==> src/rtl/scan_pkg.sv <==
package scan_pkg;

  // Clock and timing figures
  localparam int CLK_PERIOD_NS = 4;
  localparam int HSETUP_NS     = 100;  // Horizontal settle before first vertical
  localparam int PULSE_NS      = 200;  // Each vertical pulse
  localparam int GAP_NS        = 100;  // Dead time between phases
  localparam int WINDOW_NS     = 400;  // Response window length

  // Least times round up, never below one cycle
  function automatic int ns2cyc(input int ns);
    int c;
    c = (ns + CLK_PERIOD_NS - 1) / CLK_PERIOD_NS;
    return (c < 1) ? 1 : c;
  endfunction

  localparam int HSETUP_CYC = ns2cyc(HSETUP_NS);
  localparam int PULSE_CYC  = ns2cyc(PULSE_NS);
  localparam int GAP_CYC    = ns2cyc(GAP_NS);
  localparam int WINDOW_CYC = ns2cyc(WINDOW_NS);
  localparam int CNT_W      = 8;

  // Geometry
  localparam int ROWS         = 16;
  localparam int COLS         = 8;
  localparam int VERTS        = 16;
  localparam int DRV_SECTIONS = 4;
  localparam int DRV_WIDTH    = 4;
  localparam int DET_SECTIONS = 8;
  localparam int DET_PER_PORT = 4;
  localparam int DET_WIDTH    = 16;
  localparam int HCNT_W       = 5;

  // Scan address layout: row field above column field
  localparam int ADDR_W      = 7;
  localparam int COL_LSB     = 0;
  localparam int COL_W       = 3;
  localparam int ROW_LSB     = 3;
  localparam int ROW_W       = 4;
  localparam int ORDER_W     = 4;

  // Detector bits routed through control
  localparam int STATUS_LSB  = 2;
  localparam int STATUS_W    = 4;

  // Orders that substitute status for detector bits
  localparam logic [ORDER_W-1:0] ORDER_STATUS_A = 4'hE;
  localparam logic [ORDER_W-1:0] ORDER_STATUS_B = 4'hF;

  typedef enum {S_IDLE, S_HSEL, S_NEG, S_GAP, S_POS, S_OPEN, S_WINDOW} scan_state_t;

  function automatic logic is_status_order(input logic [ORDER_W-1:0] code);
    return (code == ORDER_STATUS_A) || (code == ORDER_STATUS_B);
  endfunction

  function automatic logic [HCNT_W-1:0] count_ones16(input logic [ROWS-1:0] v);
    logic [HCNT_W-1:0] n;
    n = '0;
    for (int i = 0; i < ROWS; i++) begin
      n = n + {{(HCNT_W-1){1'b0}}, v[i]};
    end
    return n;
  endfunction

  function automatic logic is_one_hot(input logic [ROWS-1:0] v);
    return count_ones16(v) == 5'h01;
  endfunction

endpackage

==> src/rtl/vdrv_if.sv <==
`timescale 1ns/10ps
interface vdrv_if;
  import scan_pkg::*;
  logic [DRV_WIDTH-1:0] col_dec;
  logic                 tim_neg;
  logic                 tim_pos;
  logic [DRV_WIDTH-1:0] pos_out;
  logic [DRV_WIDTH-1:0] neg_out;
  logic                 sel_any;

  modport ctl (output col_dec, output tim_neg, output tim_pos,
               input pos_out, input neg_out, input sel_any);
  modport drv (input col_dec, input tim_neg, input tim_pos,
               output pos_out, output neg_out, output sel_any);
endinterface

==> src/rtl/interrogate_vertical_driver.sv <==
`timescale 1ns/10ps
module interrogate_vertical_driver
  import scan_pkg::*;
(
  vdrv_if.drv bus  // Decoder and timing in, drives out
);

  always_comb begin
    bus.pos_out = bus.col_dec & {DRV_WIDTH{bus.tim_pos}};
    bus.neg_out = bus.col_dec & {DRV_WIDTH{bus.tim_neg}};
    bus.sel_any = |bus.col_dec;
  end

endmodule // interrogate_vertical_driver

==> src/rtl/ferroid_scan_controller.sv <==
// Operation
// - The scan address decodes into exactly one of 16 rows and exactly one of 8 columns.
// - One of two half enables, chosen by scanner half, starts the interrogation sequence.
// - Each interrogation drives the negative vertical, then the positive, then opens the response window.
// - Window-open and window-close pulses bound the span in which responses are accepted.
// - The matrix is sixteen 4x4 sections; the first four drive rows and report how many are selected.
// - The row is driven first, then the negative vertical pulse, then the positive one.
// - Each vertical driver section gates four column outputs with two timing signals into four pos and four neg.
// - Column outputs fan out to two driver pairs; the accessed half picks which timing pair is used.
// - Driver and row sections form one-hot checks reported to control, using only the first driver's check.
// - Each detector section returns 16 bits; sections 0-3 share the low port, 4-7 the high port.
// - Detector bits 2 to 5 pass through control and are replaced by status on designated orders.
// - Test current injected into a detector section forces all its 16 outputs to zero.
// - The scanner reads out up to eight blocks of 512 ferroid points each.
`timescale 1ns/10ps
module ferroid_scan_controller
  import scan_pkg::*;
(
  input  wire logic                                  mclk,              // 250 MHz clock
  input  wire logic                                  reset,             // Sync reset, high
  input  wire logic [ADDR_W-1:0]                     scan_addr,         // Row and column address
  input  wire logic [ORDER_W-1:0]                    order_code,        // Order from controller
  input  wire logic                                  enable_low,        // Low half enable
  input  wire logic                                  enable_high,       // High half enable
  input  wire logic [DET_SECTIONS-1:0][DET_WIDTH-1:0] det_raw,           // Detector readout lines
  input  wire logic [DET_SECTIONS-1:0]               test_inject,       // Test current per section
  output logic      [ROWS-1:0]                       row_sel,           // Horizontal drives
  output logic      [VERTS-1:0]                      pos_vert,          // Positive vertical drives
  output logic      [VERTS-1:0]                      neg_vert,          // Negative vertical drives
  output logic      [HCNT_W-1:0]                     horiz_count,       // Rows selected now
  output logic                                       window_open_pulse, // Window start
  output logic                                       window_close_pulse,// Window end
  output logic      [DET_WIDTH-1:0]                  port_low,          // Sections 0-3 word
  output logic      [DET_WIDTH-1:0]                  port_high,         // Sections 4-7 word
  output logic                                       sel_check_ok,      // One-hot checks good
  output logic                                       busy               // Sequence running
);

  localparam int A_PULSE = PULSE_CYC;
  localparam int A_GAP   = GAP_CYC;
  localparam int A_WIN   = WINDOW_CYC;

  scan_state_t          st_reg, st_next;
  logic [CNT_W-1:0]     cnt_reg, cnt_next;
  logic [ROWS-1:0]      row_reg, row_next;
  logic [COLS-1:0]      col_reg, col_next;
  logic                 half_reg, half_next;
  logic [ORDER_W-1:0]   order_reg, order_next;
  logic                 tneg_reg, tneg_next;
  logic                 tpos_reg, tpos_next;
  logic                 wopen_reg, wopen_next;
  logic                 wclose_reg, wclose_next;
  logic [DET_WIDTH-1:0] cap_lo_reg, cap_lo_next;
  logic [DET_WIDTH-1:0] cap_hi_reg, cap_hi_next;
  logic [DET_WIDTH-1:0] plo_reg, plo_next;
  logic [DET_WIDTH-1:0] phi_reg, phi_next;
  logic [VERTS-1:0]     pos_reg, pos_next;
  logic [VERTS-1:0]     neg_reg, neg_next;
  logic [HCNT_W-1:0]    hcnt_reg, hcnt_next;
  logic                 chk_reg, chk_next;
  logic                 busy_reg, busy_next;
  logic [STATUS_W-1:0]  status;
  logic [DET_WIDTH-1:0] word_lo, word_hi;
  logic [VERTS-1:0]     drv_pos, drv_neg;
  logic [DRV_SECTIONS-1:0] drv_any;
  logic                 start;

  // Vertical driver sections: pair 0-1 serves low half, pair 2-3 high half
  vdrv_if vd [DRV_SECTIONS] ();
  for (genvar d = 0; d < DRV_SECTIONS; d++) begin : g_drv
    assign vd[d].col_dec = col_reg[(d % 2)*DRV_WIDTH +: DRV_WIDTH];
    assign vd[d].tim_neg = tneg_reg & (half_reg == 1'(d / 2));
    assign vd[d].tim_pos = tpos_reg & (half_reg == 1'(d / 2));
    assign drv_pos[d*DRV_WIDTH +: DRV_WIDTH] = vd[d].pos_out;
    assign drv_neg[d*DRV_WIDTH +: DRV_WIDTH] = vd[d].neg_out;
    assign drv_any[d] = vd[d].sel_any;
    interrogate_vertical_driver u_drv (.bus(vd[d].drv));
  end

  // Detector sections onto the two shared ports
  always_comb begin
    word_lo = '0;
    word_hi = '0;
    for (int k = 0; k < DET_PER_PORT; k++) begin
      word_lo = word_lo | (det_raw[k] & ~{DET_WIDTH{test_inject[k]}});
      word_hi = word_hi | (det_raw[k+DET_PER_PORT] & ~{DET_WIDTH{test_inject[k+DET_PER_PORT]}});
    end
  end

  // Check from first driver section: some decoder output feeding it or its partner, not both
  assign status = {chk_reg, half_reg, is_one_hot(row_reg), drv_any[0] ^ drv_any[1]};
  assign start  = (enable_low ^ enable_high);

  always_comb begin
    st_next     = st_reg;
    cnt_next    = cnt_reg;
    row_next    = row_reg;
    col_next    = col_reg;
    half_next   = half_reg;
    order_next  = order_reg;
    cap_lo_next = cap_lo_reg;
    cap_hi_next = cap_hi_reg;
    plo_next    = plo_reg;
    phi_next    = phi_reg;
    wclose_next = 1'b0;
    if (cnt_reg != '0) begin
      cnt_next = cnt_reg - 8'h01;
    end
    unique case (st_reg)
      S_IDLE: begin
        if (start) begin
          row_next   = ROWS'(1) << scan_addr[ROW_LSB +: ROW_W];
          col_next   = COLS'(1) << scan_addr[COL_LSB +: COL_W];
          half_next  = enable_high;
          order_next = order_code;
          cnt_next   = CNT_W'(HSETUP_CYC - 1);
          st_next    = S_HSEL;
        end
      end
      S_HSEL: begin
        if (cnt_reg == '0) begin
          cnt_next = CNT_W'(PULSE_CYC - 1);
          st_next  = S_NEG;
        end
      end
      S_NEG: begin
        if (cnt_reg == '0) begin
          cnt_next = CNT_W'(GAP_CYC - 1);
          st_next  = S_GAP;
        end
      end
      S_GAP: begin
        if (cnt_reg == '0) begin
          cnt_next = CNT_W'(PULSE_CYC - 1);
          st_next  = S_POS;
        end
      end
      S_POS: begin
        if (cnt_reg == '0) begin
          cnt_next = CNT_W'(GAP_CYC - 1);
          st_next  = S_OPEN;
        end
      end
      S_OPEN: begin
        if (cnt_reg == '0) begin
          cnt_next    = CNT_W'(WINDOW_CYC - 1);
          cap_lo_next = '0;
          cap_hi_next = '0;
          st_next     = S_WINDOW;
        end
      end
      S_WINDOW: begin
        cap_lo_next = cap_lo_reg | word_lo;
        cap_hi_next = cap_hi_reg | word_hi;
        if (cnt_reg == '0) begin
          wclose_next = 1'b1;
          plo_next    = cap_lo_next;
          phi_next    = cap_hi_next;
          if (is_status_order(order_reg)) begin
            plo_next[STATUS_LSB +: STATUS_W] = status;
            phi_next[STATUS_LSB +: STATUS_W] = status;
          end
          row_next = '0;
          col_next = '0;
          st_next  = S_IDLE;
        end
      end
    endcase
    tneg_next  = (st_next == S_NEG);
    tpos_next  = (st_next == S_POS);
    wopen_next = (st_next == S_WINDOW) && (st_reg != S_WINDOW);
    pos_next   = drv_pos;
    neg_next   = drv_neg;
    hcnt_next  = count_ones16(row_next);
    chk_next   = is_one_hot(row_reg) && (drv_any[0] ^ drv_any[1]);
    busy_next  = (st_next != S_IDLE);
  end

  always_ff @(posedge mclk) begin
    if (reset) begin
      st_reg     <= S_IDLE;
      cnt_reg    <= '0;
      row_reg    <= '0;
      col_reg    <= '0;
      half_reg   <= 1'b0;
      order_reg  <= '0;
      tneg_reg   <= 1'b0;
      tpos_reg   <= 1'b0;
      wopen_reg  <= 1'b0;
      wclose_reg <= 1'b0;
      cap_lo_reg <= '0;
      cap_hi_reg <= '0;
      plo_reg    <= '0;
      phi_reg    <= '0;
      pos_reg    <= '0;
      neg_reg    <= '0;
      hcnt_reg   <= '0;
      chk_reg    <= 1'b0;
      busy_reg   <= 1'b0;
    end else begin
      st_reg     <= st_next;
      cnt_reg    <= cnt_next;
      row_reg    <= row_next;
      col_reg    <= col_next;
      half_reg   <= half_next;
      order_reg  <= order_next;
      tneg_reg   <= tneg_next;
      tpos_reg   <= tpos_next;
      wopen_reg  <= wopen_next;
      wclose_reg <= wclose_next;
      cap_lo_reg <= cap_lo_next;
      cap_hi_reg <= cap_hi_next;
      plo_reg    <= plo_next;
      phi_reg    <= phi_next;
      pos_reg    <= pos_next;
      neg_reg    <= neg_next;
      hcnt_reg   <= hcnt_next;
      chk_reg    <= chk_next;
      busy_reg   <= busy_next;
    end
  end

  assign row_sel            = row_reg;
  assign pos_vert           = pos_reg;
  assign neg_vert           = neg_reg;
  assign horiz_count        = hcnt_reg;
  assign window_open_pulse  = wopen_reg;
  assign window_close_pulse = wclose_reg;
  assign port_low           = plo_reg;
  assign port_high          = phi_reg;
  assign sel_check_ok       = chk_reg;
  assign busy               = busy_reg;
endmodule // ferroid_scan_controller

==> config.mk <==
export PLATFORM = sky130hd
export DESIGN_NAME = ferroid_scan_controller
export DESIGN_NICKNAME = d
export VERILOG_FILES = /design/src/rtl/scan_pkg.sv /design/src/rtl/vdrv_if.sv /design/src/rtl/interrogate_vertical_driver.sv /design/src/rtl/ferroid_scan_controller.sv
export SDC_FILE = /design/constraint.sdc
export NUM_CORES = 1
export LEC_CHECK = 0
export ABC_AREA = 1
export ABC_CLOCK_PERIOD_IN_PS = 8700
export BUFFER_PORTS_ARGS = -buffer_cell sky130_fd_sc_hd__buf_2
export CORE_MARGIN = 2
export CORE_UTILIZATION = 45
export DETAILED_ROUTE_END_ITERATION = 10
export PLACE_DENSITY = 0.74
export SYNTH_ARGS = -nofsm -noshare
export SYNTH_HDL_FRONTEND = slang
export SYNTH_HIERARCHICAL = 1
export SYNTH_SLANG_ARGS = --single-unit
export TNS_END_PERCENT = 50
==> constraint.sdc <==
create_clock -name mclk -period 8.7 [get_ports mclk]
set_input_delay 0.87 -clock mclk [delete_from_list [all_inputs] [get_ports mclk]]
set_output_delay 0.87 -clock mclk [all_outputs]
set_load 0.02 [all_outputs]
==> results.cfg <==
[hold_path]
worst_hold_path.num_cells = 2
hold_end = st_reg[28]$_SDFF_PP0_
hp-class = flop to flop
worst_hold_start = st_reg[28]$_SDFF_PP0_

[placed_design]
detailed_place_hpwl_mm = 16.9
place_worst_setup_slack_ns = 2.19
place.gp.congestion = 0.888
place.port_buffers = 238

[global_route]
largest_net_degree_at_the_start_of_global_routing = 100
gr-usage-all-layers = 0.224
grt.met3_usage = 0.0424
grt_util_met2 = 0.367
met1_grt_util = 0.297
grt_first_pass_wirelength_mm = 36.3
grt-ovfl-total = 0
first_global_vias = 7593
grt_most_used_layer = met2
initial_antenna_violation_count = 0

[clock_tree]
cts_resized = 0
cts_max_path_buffers = 2
post-cts-setup-buffer-count = 0
tritoncts_num_sinks = 175
cts.root.buffer_cell = sky130_fd_sc_hd__clkbuf_16
htree_num_levels = 4
clk_pin_slew_worst_paths_ns = 0.07
post_cts_hold_buffer_count = 0
tritoncts.num_buffers = 17
clock_latency_ns = 0.43
cts_tree = built

[timing]
setup_tns_ns = 0
finClkSkew_ns = 0.0120
post-route-period-util = 0.756
finalWorstSetupSlack_ns = 2.13
timing.slew.headroom = 0.232
final_max_slew_viol_count = 0
final_hold_slack_ns = 0.447
finalHoldViolations = 0
max_freq_mhz = 152
timing.final.setup_violations = 0
grt_setup_unrepaired = no
worst_pin_slew_ns = 1.12
period_minus_slack_ns = 6.57

[drt]
detail_route.wl_per_cell_um = 14.0
drt-initial-drc-count = 359
post-route-drc-count = 0
num_vias = 8202
routed_wirelength_mm = 22.9
via_per_inst = 5.00
drt_pass1_iterations = 8
postRouteAntennaNets = 0

[layout]
nNetsFinal = 1578
count_of_inserted_antenna_diode_cells = 0
commonest_cells_after_routing_fill_and_taps_aside = 237 x sky130_fd_sc_hd__buf_2, 226 x sky130_fd_sc_hd__inv_1, 196 x sky130_fd_sc_hd__nor2_1, 175 x sky130_fd_sc_hd__dfxtp_1, 152 x sky130_fd_sc_hd__nand2_1
area_delta_synth_final_pct = 21.8
utilization = 0.559
final_layout_size_suffix_gt1_frac = 0.216
largest_reg_flops = 32
layout_commonest_cell = sky130_fd_sc_hd__buf_2

[setup_path]
endpoint_kind = flop
regToRegSetupSlack_ns = 2.13
cp_common_cell = sky130_fd_sc_hd__fa_1
worstRegToRegCells = 23
critical_path.slowest_cell = sky130_fd_sc_hd__fa_1
cp_top_family = adder cells
worst-endpoint-arrival_ns = 6.89
r2r-end = horiz_count[2]$_SDFF_PP0_
critical_path.cell_chain = inv_1 -> nand2_1 -> nor2_1 -> nand2_1 -> nor2_4 -> nand2_2 -> nor2_4 -> buf_4 -> inv_2 -> a21oi_4 -> inv_2 -> a32oi_1 -> inv_1 -> fa_1 -> inv_1 -> fa_1 -> fa_1 -> inv_1 -> fa_1 -> ha_1 -> fa_1 -> o21ai_0 -> a21oi_1
timing.rr.start = st_reg[30]$_SDFF_PP0_
slowest_delay_ns = 0.55
worstSetupPathType = flop to flop
element_type_at_the_critical_path_start = flop
worstPathRequired_ns = 9.02
wp_buf_inv = 7
worstPathMaxFanout = 47

[floorplanning]
die_width_um = 142
initial_core_util = 0.459
design.die.area_um2 = 20300
core_area_um2 = 18800
die-height_um = 142
ioPinCount = 240
row_count = 50

[pwr]
total_power_mw = 2.03
max-vdd-ir-drop_mv = 0.165
p_leak_nw = 5.35
power_density_nw_per_um2 = 194

[flow_run]
cap_violations = 0

[synth]
syn-mean-instance-area_um2 = 7.30
postSynthCellCount = 1180
syn_nets = 1364
synthesis_warning_total = 6
synth.cell_area_um2 = 8610

[run_status]
outcome = completed
==> final cells by class <==
type / count / area (um2)
Inverter: 242 / 908
Fill cell: 1803 / 8280
Multi-Input combinational cell: 717 / 4010
Sequential cell: 175 / 3500
Tap cell: 234 / 293
Clock inverter: 10 / 76.3
Timing Repair Buffer: 241 / 1220
Clock buffer: 22 / 474
==> worst min-delay path, stage by stage, from the launching register on <==
cell and delay, ns:
sky130_fd_sc_hd__dfxtp_1 0.31, sky130_fd_sc_hd__inv_2 0.05, sky130_fd_sc_hd__nor3_1 0.04
==> per-stage QoR <==
step	instance area, um2	instances
final	10500	1641
after global routing	10500	1641
after CTS	10500	1641
after detailed placement	9930	1609
after global placement	9930	1609
after floorplan	8610	1180
==> how the worst max path moves through the flow <==
stage / start / endpoint / slack [ns] / cells past startpoint
after detailed placement: st_reg[30]$_SDFF_PP0_ / horiz_count[2]$_SDFF_PP0_ / 2.19 / 23
after floorplan: cnt_reg[0]$_SDFF_PP0_ / horiz_count[2]$_SDFF_PP0_ / 3.82 / 22
after global placement: st_reg[27]$_SDFF_PP0_ / horiz_count[2]$_SDFF_PP0_ / 2.24 / 23
after global routing: st_reg[27]$_SDFF_PP0_ / horiz_count[2]$_SDFF_PP0_ / 1.65 / 23
final: st_reg[30]$_SDFF_PP0_ / horiz_count[2]$_SDFF_PP0_ / 2.13 / 23
after CTS: st_reg[30]$_SDFF_PP0_ / horiz_count[2]$_SDFF_PP0_ / 2.15 / 23
==> layer usage <==
| metal | routed length (um) | share of wire |
|---|---|---|
| met5 | 0 | 0 |
| met4 | 603 | 0.026 |
| met3 | 1240 | 0.054 |
| met2 | 10500 | 0.46 |
| met1 | 10600 | 0.46 |
==> report_power, final <==
part           total, mW  switching (mW)  leakage, nW  internal (mW)
combinational      0.451           0.296         3.67          0.155
clock              0.708           0.317        0.264          0.391
sequential         0.875          0.0365         1.41          0.839
total               2.03           0.650         5.35           1.38
Note: power is estimated with default switching activity, not from simulation.
